==> src/design/afrt_pkg.sv <==
/*
 * shared constants and carrier types of the ascii frame reply timing block.
 * assumes a 20 MHz system clock and a byte-wide uart on the same clock.
 */
package afrt_pkg;
  // timebase
  localparam int CLK_HZ = 20_000_000;
  localparam int MS_PER_S = 1000;
  localparam int MS_CYCLES_DEF = CLK_HZ / MS_PER_S;
  localparam int PROC_LIMIT_MS = 10;
  localparam int TURN_MAX_MS = 5;

  // control characters, hex digit bounds and letter offset
  localparam logic [7:0] CH_SOH = 8'h01;
  localparam logic [7:0] CH_ETX = 8'h03;
  localparam logic [7:0] CH_ENQ = 8'h05;
  localparam logic [7:0] CH_ACK = 8'h06;
  localparam logic [7:0] CH_NAK = 8'h15;
  localparam logic [7:0] CH_ZERO = 8'h30;
  localparam logic [7:0] CH_NINE = 8'h39;
  localparam logic [7:0] CH_UPPER_A = 8'h41;
  localparam logic [7:0] CH_UPPER_F = 8'h46;
  localparam logic [7:0] HEX_LETTER_OFS = 8'h37;

  // command letters
  localparam logic [7:0] CMD_FREQ_A = 8'h61;
  localparam logic [7:0] CMD_FREQ_E = 8'h65;
  localparam logic [7:0] CMD_RUN_F = 8'h66;
  localparam logic [7:0] CMD_RD_G = 8'h67;
  localparam logic [7:0] CMD_RD_K = 8'h6b;
  localparam logic [7:0] CMD_RESET_M = 8'h6d;

  // frame positions (index of the character within the frame)
  localparam logic [3:0] IDX_ST_HI = 4'h1;
  localparam logic [3:0] IDX_ST_LO = 4'h2;
  localparam logic [3:0] IDX_ENQ = 4'h3;
  localparam logic [3:0] IDX_CMD = 4'h4;
  localparam logic [3:0] IDX_DATA = 4'h5;
  localparam logic [3:0] IDX_ETX_DATA = 4'h9;
  localparam logic [3:0] IDX_MAX = 4'he;
  localparam logic [3:0] REPLY_LAST_SHORT = 4'h7;
  localparam logic [3:0] REPLY_LAST_DATA = 4'hb;

  // latest error codes
  localparam logic [7:0] ERR_CKSUM = 8'h47;
  localparam logic [7:0] ERR_PROC = 8'h49;
  localparam logic [7:0] ERR_FORMAT = 8'h4a;
  localparam logic [7:0] ERR_CMD = 8'h4b;

  typedef struct packed {
    logic [3:0] hi;
    logic [3:0] lo;
  } afrt_station_t;

  typedef struct packed {
    logic [7:0] cmd;
    logic [15:0] data;
    logic bcast;
  } afrt_exec_req_t;

  typedef struct packed {
    logic ok;
    logic [7:0] err;
    logic [15:0] rdata;
  } afrt_exec_rsp_t;

  typedef enum logic [2:0] {
    ST_RX, ST_WAIT_IVL, ST_EXEC, ST_SEND, ST_TURN
  } afrt_state_e_t;

  typedef struct packed {
    afrt_state_e_t st;
    logic [3:0] idx;
    logic [7:0] sum;
    logic [7:0] cmd;
    logic [15:0] data;
    logic mine;
    logic bcast;
    logic enq_ok;
    logic hex_ok;
    logic [3:0] etx_idx;
    logic ck_hi_ok;
    logic do_exec;
    logic nak;
    logic [15:0] rdata;
    logic [7:0] reply_err;
    logic [7:0] last_err;
    logic [15:0] ms_cnt;
    logic [15:0] div;
    logic tx_en;
    logic [7:0] tx_byte;
    logic exec_req;
  } afrt_regs_t;
endpackage

==> src/design/afrt_responder.sv <==
/*
 * slave side of the ascii short-form frame protocol: receives request
 * frames, waits the reply interval, hands the command to the executor,
 * and, for frames to its own station with a good checksum, sends an ack or nak frame, keeping the driver turnaround bounded.
 * assumes a uart on clk_sys_i that delivers received bytes with a pulse,
 * takes bytes with valid/ready and reports when its shifter is idle.
 */
`timescale 1ns/10ps
module afrt_responder #(
  parameter int MS_CYCLES = afrt_pkg::MS_CYCLES_DEF,
  parameter int IVL_W = 8
) (
  // clock and reset
  input wire logic clk_sys_i,
  input wire logic rst_n_i,
  // configuration
  input wire afrt_pkg::afrt_station_t station_i,
  input wire logic [IVL_W-1:0] reply_interval_setting_i,
  // received bytes from the uart
  input wire logic rx_valid_i,
  input wire logic [7:0] rx_data_i,
  // bytes to the uart transmitter
  output logic tx_valid_o,
  output logic [7:0] tx_data_o,
  input wire logic tx_ready_i,
  input wire logic tx_idle_i,
  output logic tx_en_o,
  output logic rx_en_o,
  // command executor
  output logic exec_req_o,
  output afrt_pkg::afrt_exec_req_t exec_o,
  input wire logic exec_done_i,
  input wire afrt_pkg::afrt_exec_rsp_t exec_rsp_i,
  // status
  output logic [7:0] latest_comm_error_code_o
);
  import afrt_pkg::*;

  afrt_regs_t r_ff;
  afrt_regs_t nxt_r;
  logic ms_tick;

  function automatic logic [7:0] hex_char(input logic [3:0] n);
    hex_char = (n > 4'h9) ? 8'({4'h0, n}) + HEX_LETTER_OFS
                          : 8'({4'h0, n}) + CH_ZERO;
  endfunction

  function automatic logic hex_valid(input logic [7:0] c);
    hex_valid = (c >= CH_ZERO && c <= CH_NINE) ||
                (c >= CH_UPPER_A && c <= CH_UPPER_F);
  endfunction

  function automatic logic [3:0] hex_val(input logic [7:0] c);
    hex_val = (c >= CH_UPPER_A) ? 4'(c - HEX_LETTER_OFS) : 4'(c - CH_ZERO);
  endfunction

  function automatic logic is_write(input logic [7:0] c);
    is_write = (c == CMD_FREQ_A) || (c == CMD_FREQ_E) || (c == CMD_RUN_F);
  endfunction

  function automatic logic is_read(input logic [7:0] c);
    is_read = (c >= CMD_RD_G) && (c <= CMD_RD_K);
  endfunction

  function automatic logic reply_has_data(input afrt_regs_t s);
    reply_has_data = is_read(s.cmd) && !s.nak;
  endfunction

  // character n of the reply, given the checksum of what went before
  function automatic logic [7:0] reply_byte(input afrt_regs_t s,
                                            input logic [3:0] n,
                                            input logic [7:0] sum);
    logic [3:0] etx;
    etx = reply_has_data(s) ? IDX_ETX_DATA : IDX_DATA;
    if (n == 4'h0) begin
      reply_byte = CH_SOH;
    end else if (n == IDX_ST_HI) begin
      reply_byte = CH_ZERO + 8'({4'h0, station_i.hi});
    end else if (n == IDX_ST_LO) begin
      reply_byte = CH_ZERO + 8'({4'h0, station_i.lo});
    end else if (n == IDX_ENQ) begin
      reply_byte = s.nak ? CH_NAK : CH_ACK;
    end else if (n == IDX_CMD) begin
      reply_byte = s.cmd;
    end else if (n < etx) begin
      reply_byte = hex_char(s.rdata[4'(4'h3 - (n - IDX_DATA)) * 4 +: 4]);
    end else if (n == etx) begin
      reply_byte = CH_ETX;
    end else if (n == etx + 4'h1) begin
      reply_byte = hex_char(sum[7:4]);
    end else begin
      reply_byte = hex_char(sum[3:0]);
    end
  endfunction

  assign ms_tick = (r_ff.div == 16'(MS_CYCLES - 1));

  always_comb begin
    logic [7:0] b;
    logic ck_ok;
    logic fmt_err;
    logic [3:0] last;
    b = rx_data_i;
    ck_ok = 1'b0;
    fmt_err = 1'b0;
    last = 4'h0;
    nxt_r = r_ff;
    nxt_r.exec_req = 1'b0;
    nxt_r.div = ms_tick ? 16'h0000 : r_ff.div + 16'h0001;
    if (ms_tick) begin
      nxt_r.ms_cnt = r_ff.ms_cnt + 16'h0001;
    end
    case (r_ff.st)
      ST_RX: begin
        if (rx_valid_i && b == CH_SOH) begin
          nxt_r.idx = IDX_ST_HI;
          nxt_r.sum = 8'h00;
          nxt_r.etx_idx = 4'h0;
          nxt_r.hex_ok = 1'b1;
          nxt_r.data = 16'h0000;
        end else if (rx_valid_i && r_ff.idx != 4'h0) begin
          nxt_r.idx = r_ff.idx + 4'h1;
          if (r_ff.etx_idx == 4'h0) begin
            nxt_r.sum = r_ff.sum + b;
          end
          if (r_ff.idx == IDX_ST_HI) begin
            nxt_r.mine = (b == CH_ZERO + 8'({4'h0, station_i.hi}));
            nxt_r.bcast = (b == CH_NINE);
          end else if (r_ff.idx == IDX_ST_LO) begin
            nxt_r.mine = r_ff.mine &&
                         (b == CH_ZERO + 8'({4'h0, station_i.lo}));
            nxt_r.bcast = r_ff.bcast && (b == CH_NINE);
          end else if (r_ff.idx == IDX_ENQ) begin
            nxt_r.enq_ok = (b == CH_ENQ);
          end else if (r_ff.idx == IDX_CMD) begin
            nxt_r.cmd = b;
          end else if (r_ff.etx_idx == 4'h0) begin
            if (b == CH_ETX) begin
              nxt_r.etx_idx = r_ff.idx;
            end else if (r_ff.idx == IDX_MAX) begin
              nxt_r.idx = 4'h0; // no etx in time: drop silently
            end else begin
              nxt_r.hex_ok = r_ff.hex_ok && hex_valid(b);
              nxt_r.data = {r_ff.data[11:0], hex_val(b)};
            end
          end else if (r_ff.idx == r_ff.etx_idx + 4'h1) begin
            nxt_r.ck_hi_ok = (b == hex_char(r_ff.sum[7:4]));
          end else begin
            nxt_r.idx = 4'h0;
            ck_ok = r_ff.ck_hi_ok && (b == hex_char(r_ff.sum[3:0]));
            fmt_err = !r_ff.enq_ok || !r_ff.hex_ok ||
                      (r_ff.etx_idx != IDX_DATA &&
                       r_ff.etx_idx != IDX_ETX_DATA) ||
                      (is_write(r_ff.cmd) &&
                       r_ff.etx_idx != IDX_ETX_DATA) ||
                      ((is_read(r_ff.cmd) || r_ff.cmd == CMD_RESET_M) &&
                       r_ff.etx_idx != IDX_DATA);
            if (r_ff.mine || r_ff.bcast) begin
              nxt_r.nak = 1'b0;
              nxt_r.do_exec = 1'b1;
              nxt_r.div = 16'h0000;
              nxt_r.ms_cnt = 16'h0000;
              nxt_r.st = ST_WAIT_IVL;
              if (!ck_ok) begin
                nxt_r.last_err = ERR_CKSUM;
                nxt_r.st = ST_RX;
              end else if (fmt_err || !(is_write(r_ff.cmd) ||
                           is_read(r_ff.cmd) ||
                           r_ff.cmd == CMD_RESET_M)) begin
                nxt_r.nak = 1'b1;
                nxt_r.do_exec = 1'b0;
                nxt_r.reply_err = fmt_err ? ERR_FORMAT : ERR_CMD;
                nxt_r.last_err = fmt_err ? ERR_FORMAT : ERR_CMD;
                if (r_ff.bcast) begin
                  nxt_r.st = ST_RX;
                end
              end
            end
          end
        end
      end
      ST_WAIT_IVL: begin
        if (r_ff.ms_cnt >= 16'(reply_interval_setting_i)) begin
          nxt_r.ms_cnt = 16'h0000;
          nxt_r.div = 16'h0000;
          if (r_ff.do_exec) begin
            nxt_r.exec_req = 1'b1;
            nxt_r.st = ST_EXEC;
          end else begin
            nxt_r.st = ST_SEND;
            nxt_r.idx = 4'h0;
            nxt_r.sum = 8'h00;
            nxt_r.tx_en = 1'b1;
            nxt_r.tx_byte = CH_SOH;
          end
        end
      end
      ST_EXEC: begin
        if (exec_done_i || r_ff.ms_cnt >= 16'(PROC_LIMIT_MS)) begin
          nxt_r.nak = !(exec_done_i && exec_rsp_i.ok);
          nxt_r.rdata = exec_rsp_i.rdata;
          nxt_r.reply_err = exec_done_i ? exec_rsp_i.err : ERR_PROC;
          if (!(exec_done_i && exec_rsp_i.ok)) begin
            nxt_r.last_err = exec_done_i ? exec_rsp_i.err : ERR_PROC;
          end
          nxt_r.idx = 4'h0;
          nxt_r.sum = 8'h00;
          nxt_r.tx_byte = CH_SOH;
          nxt_r.tx_en = !r_ff.bcast;
          nxt_r.st = r_ff.bcast ? ST_RX : ST_SEND;
        end
      end
      ST_SEND: begin
        if (tx_ready_i) begin
          last = reply_has_data(r_ff) ? REPLY_LAST_DATA : REPLY_LAST_SHORT;
          nxt_r.idx = r_ff.idx + 4'h1;
          if (r_ff.idx != 4'h0 && r_ff.tx_byte != CH_ETX &&
              r_ff.idx < last - 4'h1) begin
            nxt_r.sum = r_ff.sum + r_ff.tx_byte;
          end else if (r_ff.tx_byte == CH_ETX) begin
            nxt_r.sum = r_ff.sum + r_ff.tx_byte;
          end
          nxt_r.tx_byte = reply_byte(r_ff, r_ff.idx + 4'h1, nxt_r.sum);
          if (r_ff.idx == last) begin
            nxt_r.idx = 4'h0;
            nxt_r.ms_cnt = 16'h0000;
            nxt_r.div = 16'h0000;
            nxt_r.st = ST_TURN;
          end
        end
      end
      ST_TURN: begin
        if (tx_idle_i || r_ff.ms_cnt >= 16'(TURN_MAX_MS - 1)) begin
          nxt_r.tx_en = 1'b0;
          nxt_r.st = ST_RX;
        end
      end
      default: begin
        nxt_r.st = ST_RX;
      end
    endcase
  end

  always_ff @(posedge clk_sys_i) begin
    if (!rst_n_i) begin
      r_ff <= '0;
      r_ff.st <= ST_RX;
    end else begin
      r_ff <= nxt_r;
    end
  end

  assign tx_valid_o = (r_ff.st == ST_SEND);
  assign tx_data_o = r_ff.tx_byte;
  assign tx_en_o = r_ff.tx_en;
  assign rx_en_o = !r_ff.tx_en;
  assign exec_req_o = r_ff.exec_req;
  assign exec_o = '{cmd: r_ff.cmd, data: r_ff.data, bcast: r_ff.bcast};
  assign latest_comm_error_code_o = r_ff.last_err;
endmodule

==> config.mk <==
export PLATFORM = sky130hd
export DESIGN_NAME = afrt_responder
export DESIGN_NICKNAME = d
export VERILOG_FILES = /design/src/design/afrt_pkg.sv /design/src/design/afrt_responder.sv
export SDC_FILE = /design/constraint.sdc
export NUM_CORES = 1
export LEC_CHECK = 0
export BUFFER_PORTS_ARGS = -buffer_cell sky130_fd_sc_hd__buf_4
export CAP_MARGIN = 20
export CORE_MARGIN = 4
export CORE_UTILIZATION = 25
export CTS_CLUSTER_DIAMETER = 100
export CTS_CLUSTER_SIZE = 24
export DETAILED_ROUTE_END_ITERATION = 10
export HOLD_SLACK_MARGIN = 0.08
export REMOVE_ABC_BUFFERS = 1
export SYNTH_ARGS = -nofsm -noshare
export SYNTH_HDL_FRONTEND = slang
export SYNTH_SLANG_ARGS = --single-unit
export TNS_END_PERCENT = 50
==> constraint.sdc <==
create_clock -name clk_sys_i -period 4.2 [get_ports clk_sys_i]
set_clock_uncertainty 0.15 [all_clocks]
set_input_delay 0.84 -clock clk_sys_i [delete_from_list [all_inputs] [get_ports clk_sys_i]]
set_output_delay 0.84 -clock clk_sys_i [all_outputs]
set_load 0.02 [all_outputs]
# After elaboration in Yosys (flattened, before gate mapping)
# Index checks and enable logic that the tools add are counted.
# op_classes
n_shift	1
n_mul	0
reduce_logical	65
order_cmp	16
add_sub_neg	24
n_mux	106
n_eq_ne	59
n_bitwise	7
div_mod_pow	0
# ops
cell	n
$mux 40	9
$mux 8	17
$mux 16	8
$mux 7	14
$pmux 32 s3	1
$mux 24	3
$add 4x6->7 const B	10
$mux 32	2
$mux 50	1
$pmux 12 s4	1
$mux 15	3
$mux 42	1
$ne 2x2->1 const B	20
$mux 9	4
$mux 33	1
$add 16x1->16 const B	2
$eq 8x7->1	4
$eq 8x7->1 const B	4
$mux 4	7
$mux 12	2
$pmux 8 s3	1
$mux 3	7
$gt 4x4->1 const B	5
$reduce_and 9->1	2
60 further kinds	149
# totals
memories	0
in_bits	55
wordCells	298
register_bits	116
latch_bits	0
rom_bits	0
ramBits	0

# Depth between registers and ports, before layout
# depth
depth_word	22
mapped_depth	22
mapped_depth_nobuf	20

# Least setup slack after synthesis
# OpenSTA, ideal clock, no wires.
# synth_path
kind	reg2reg
from	register r_ff, in the netlist exec_o[22]
to	register r_ff, in the netlist tx_data_o[3]
n_path_buf	2
stages_incl_launch_ff	20
t_arrival_ps	4339
required_ps	3928
setup_slack_ps	-410
period_less_slack_ps	4610
setup_time_ps	122
cell_sequence	dfxtp_1 > or4bb_1 > nor3_1 > o21ai_0 > inv_1 > ha_1 > a21o_1 > a221oi_1 > or2_1 > clkbuf_1 > clkbuf_1 > nand2_1 > o21ai_0 > inv_1 > ha_1 > or2_2 > a21o_1 > or3_1 > nor4bb_1 > a221o_1
# synth_via
elab_chain_cells	22
word_cells_on_any_way	34
classes_between	6 x add/sub; 6 x order compare; 2 x eq/ne; 17 x mux; 3 x reduce/logical
# synth_rtl
item	line_no	rtl
start, declared	afrt_responder.sv:39	afrt_regs_t r_ff;
start signal, assigned	afrt_responder.sv:249	r_ff <= nxt_r;
$ge 8x7->1 or $le 8x7->1 (tied branches)	afrt_responder.sv:62	is_read = (c >= CMD_RD_G) && (c <= CMD_RD_K);
$logic_and 1x1->1 *	afrt_responder.sv:62	
$logic_and 1x1->1 *	afrt_responder.sv:66	reply_has_data = is_read(s.cmd) && !s.nak;
$mux 4	afrt_responder.sv:215	last = reply_has_data(r_ff) ? REPLY_LAST_DATA : REPLY_LAST_SHORT;
$sub 4x1->4	afrt_responder.sv:218	r_ff.idx < last - 4'h1) begin
$lt 4x4->1	afrt_responder.sv:218	
$logic_and 1x1->1	afrt_responder.sv:217	if (r_ff.idx != 4'h0 && r_ff.tx_byte != CH_ETX &&
$mux 8	afrt_responder.sv:217	
[... 6 more ...]	n/a	
$mux 7 *	afrt_responder.sv:85	end else if (n < etx) begin
$mux 8 *	afrt_responder.sv:83	end else if (n == IDX_CMD) begin
$mux 8 *	afrt_responder.sv:81	end else if (n == IDX_ENQ) begin
$mux 8 *	afrt_responder.sv:79	end else if (n == IDX_ST_LO) begin
$mux 8 *	afrt_responder.sv:77	end else if (n == IDX_ST_HI) begin
$mux 8 *	afrt_responder.sv:75	if (n == 4'h0) begin
$mux 8 *	afrt_responder.sv:214	if (tx_ready_i) begin
$pmux 8 s3 *	afrt_responder.sv:113	case (r_ff.st)
# Every way passes the cells marked *; elsewhere a longest branch is shown, timed or not. The select of a mux whose other input is x is not followed.
# A chain may end at the register's enable or synchronous reset.

# Worst setup path in the final report
# layout_path
from	register r_ff, in the netlist exec_o[21]
to	register r_ff, in the netlist tx_data_o[3]
# Same word-level chain as after synthesis.

==> qor.csv <==
stage,metric,value,unit
power,p_clk_share,43.7,%
route,ant_nets,0,
synth,yosys.area_share.simple,25.67,%
clock_tree,clockBufferDepth,2,
route,wl_per_cell,17.35,um
power,power.density,367.8,nW/um^2
floorplanning,dieWidth,193.1,um
sta,max-slew-margin-rel,34.79,%
placement,placed_area,9784,sq um
power,leakagePower,4.321,nW
synth,synth_top_family_by_area,simple AND/OR/NAND/NOR gates,
clock_tree,path_clk_slew,70,ps
synth,synthDistinctLibCells,78,
setup_path,path_class,flip-flop to flip-flop,
setup_path,reg2regPathDepth,17,
layout,area_growth,23.70,%
synth,ys.flop_type,dfxtp_1,
clock_tree,cts-root-buf,clkbuf_16,
outcome,status,"finished, final reports clean",
synth,synth_xor_area_share,7.768,%
floorplanning,io_pins,100,
sta,fin_crit_sh,99.49,%
power,peakVddDrop,0.2955,mV
floorplanning,initial_utilization,25.43,%
sta,drv_slew,0,
floorplanning,std_cell_rows,67,
sta,fin_setup_tns,0,ps
placement,dpl.hpwl,21810,um
setup_path,cp_max_fo,5,
route,vias,8193,
clock_tree,clock-sinks,116,
power,power_switching,0.001255,W
power,switching_share,32.20,%
global_routing,first_global_vias,7737,
setup_path,worstPathArrival,4340,ps
synth,syn_avg_cell_area,7.927,sq um
sta,rsz0062_at_grt,true,
layout,fin_area,10600,sq um
route,routed_wl,28240,um
sta,fin_crit,4179,ps
route,drcViolationCount,0,
synth,synth-compound-area-share,18.38,%
route,first_iter_violations,676,
synth,synth_top_area_cell,dfxtp_1,
route,viasPerCell,5.033,
power,p_comb_share,25.9,%
layout,num-nets-final,1275,
setup_path,worst_setup_path_start_kind,flip-flop,
layout,final_cell_count_no_fill,1628,
setup_path,r2r_end,tx_data_o[3]$_SDFFE_PN0P_,
clock_tree,h-tree-depth,4,
route,drtPass1Iterations,5,
synth,netlist_top_cells_area,"dfxtp_1 (27%), ha_1 (7.4%), nor2_1 (5.4%), a21oi_1 (4.1%), xor2_1 (4.0%)",
global_routing,grt_pass1_wl,43550,um
sta,hold_viol,0,
global_routing,grt_start_max_net_pins,36,
clock_tree,cts_tree,built,
synth,postSynth.asyncResetShare,0,%
placement,gp_congestion,0.9258,
synth,ys_seq_area_share,27.10,%
flow_run,drv_cap,0,
layout,n_antenna_cell,0,
synth,yosysWarnings,0,
setup_path,crit_end,tx_data_o[3]$_SDFFE_PN0P_,
clock_tree,cts_buffers,17,
floorplanning,die_area,37300,sq um
setup_path,end_kind,flip-flop,
global_routing,grt_use_total,14.96,%
setup_path,timing.rr.start,exec_o[21]$_SDFFE_PN0P_,
sta,setup_violations,0,
global_routing,overflow,0,
synth,ys_ff_latch,116,
power,seqPwrFrac,30.5,%
synth,yosys.area.top_type_share,27.10,%
synth,synthMuxAreaShare,4.585,%
floorplanning,fp.dieH,193.1,um
placement,post-place-cells,1593,
synth,synthCells,1081,
setup_path,reg2reg_slack,20,ps
synth,netlist_area,8569,sq um
min_path,min_path_type,flip-flop to flip-flop,
sta,worstMarginPinSlew,978.1,ps
synth,synth_edf_count,0,
clock_tree,clk_latency,440,ps
sta,fmax,0.2393,GHz
power,p_int,0.002643,W
global_routing,grt_antenna_before_repair,0,
synth,synthAdderAreaFrac,7.914,%
setup_path,crit_path_start,exec_o[21]$_SDFFE_PN0P_,
floorplanning,core_area,33700,sq um
layout,drive_above_1_share,21.53,%
placement,portBuffers,99,
setup_path,cp_data_required_time,4360,ps
==> sequential cells by signal, indices dropped and copies added, names as in the netlist <==
register	count
tx_en_o	1
tx_data_o	8
r_ff	73
exec_req_o	1
latest_comm_error_code_o	8
exec_o	25
==> layout by cell type, fill, tap and decap left out, drive strengths merged, types with 28 or more instances in the layout <==
master and instances:
buf 165, a21oi 70, ha 51, o21ai 41, xor2 39, inv 48, nand3 48, xnor2 37
nand2 87, mux2i 28, nor2 135, dfxtp 116
==> kinds of logic after synthesis <==
kind of cell	after synthesis
compound gates	233
flops	116
xor+xnor	76
mux	35
simple gates	425
buf+inv	143
fa+ha+maj	53
==> power groups by stage <==
stage / Sequential (W) / Combinational (W) / Clock (W)
2_1_floorplan: 0.00122 / 0.000542 / 0
3_3_place_gp: 0.00121 / 0.000940 / 0
3_5_place_dp: 0.00121 / 0.000946 / 0
4_1_cts: 0.00118 / 0.000977 / 0.00173
5_1_grt: 0.00119 / 0.00109 / 0.00178
6_report: 0.00119 / 0.00101 / 0.00170
==> routing by layer <==
metal | vias up | routed length [um] | track usage, %
met4 | 0 | 519 | 4.466
li1 | 3977 | - | -
met1 | 3897 | 13130 | 20.84
met5 | - | 0 | 0
met2 | 277 | 12670 | 23.41
met3 | 42 | 1919 | 3.061
==> worst min path at each step <==
stage,slack [ps],depth (start not counted),end,from
after floorplan,290,1,r_ff[10]$_SDFF_PN0_,r_ff[10]$_SDFF_PN0_
after global placement,290,2,exec_o[16]$_SDFFE_PN0P_,exec_o[16]$_SDFFE_PN0P_
after detailed placement,300,2,exec_o[15]$_SDFFE_PN0P_,exec_o[15]$_SDFFE_PN0P_
after CTS,310,2,exec_o[15]$_SDFFE_PN0P_,exec_o[15]$_SDFFE_PN0P_
after global routing,340,2,exec_o[5]$_SDFFE_PN0P_,exec_o[5]$_SDFFE_PN0P_
final,310,2,exec_o[15]$_SDFFE_PN0P_,exec_o[15]$_SDFFE_PN0P_
==> cells in the mapped netlist, drive strengths merged, types with 6 or more instances <==
| cell | number |
|---|---|
| nor2 | 135 |
| dfxtp | 116 |
| nand2 | 87 |
| a21oi | 70 |
| ha | 51 |
| buf | 50 |
| clkbuf | 48 |
| nand3 | 48 |
| inv | 45 |
| o21ai | 41 |
| xor2 | 39 |
| xnor2 | 37 |
| mux2i | 28 |
| nor3 | 21 |
| nor2b | 18 |
| nand4 | 15 |
| and3 | 14 |
| nand2b | 13 |
| nor4 | 12 |
| a211oi | 11 |
| a31oi | 11 |
| o221ai | 11 |
| nor3b | 10 |
| a21o | 9 |
| and2 | 9 |
| o21a | 8 |
| or2 | 8 |
| o31ai | 7 |
| o211a | 6 |
| o211ai | 6 |
| o21bai | 6 |
| or4 | 6 |
==> through the flow <==
| step | hold WS, ps | worst slack [ps] | utilization (%) | total power (W) |
|---|---|---|---|---|
| floorplan | 289.2 | -319.2 | - | 0.001760 |
| global placement | 291.5 | -199.5 | 29.03 | 0.002149 |
| detailed placement | 299.0 | -345.3 | 29.03 | 0.002155 |
| CTS | 308.2 | 12.35 | 31.17 | 0.003892 |
| global route | 340.0 | -96.84 | 31.45 | 0.004063 |
| finish | 307.6 | 21.34 | 31.45 | 0.003898 |
==> timing repair <==
action                     4_1_cts  5_1_grt
setup buffers                    1        2
setup endpoints to repair        6        5
hold buffers                     0        0
resized for setup               13       19
pin swaps                        2       14
==> cell type report <==
cell class / instances / area (sq um)
well taps: 448 / 560.5
fillers: 3615 / 23100
inverters: 45 / 168.9
clock inverters: 14 / 225.2
multi-input cells: 822 / 5637
repair buffers: 165 / 1246
flip-flops and latches: 116 / 2323
clock buffers: 18 / 439.2
==> critical path, cell delays in order (launching register included) <==
cell and delay (ps):
dfxtp_2 330, or4bb_1 540, nor3_2 190, o21ai_2 120, inv_2 100, ha_4 200
a21o_1 160, a221oi_2 300, buf_4 170, or2_4 150, buf_8 140, a21oi_4 70
ha_2 180, or2_2 290, a21o_1 190, or3_4 380, nor4bb_1 140, a221o_1 250
(Power assumes the default switching activity.)
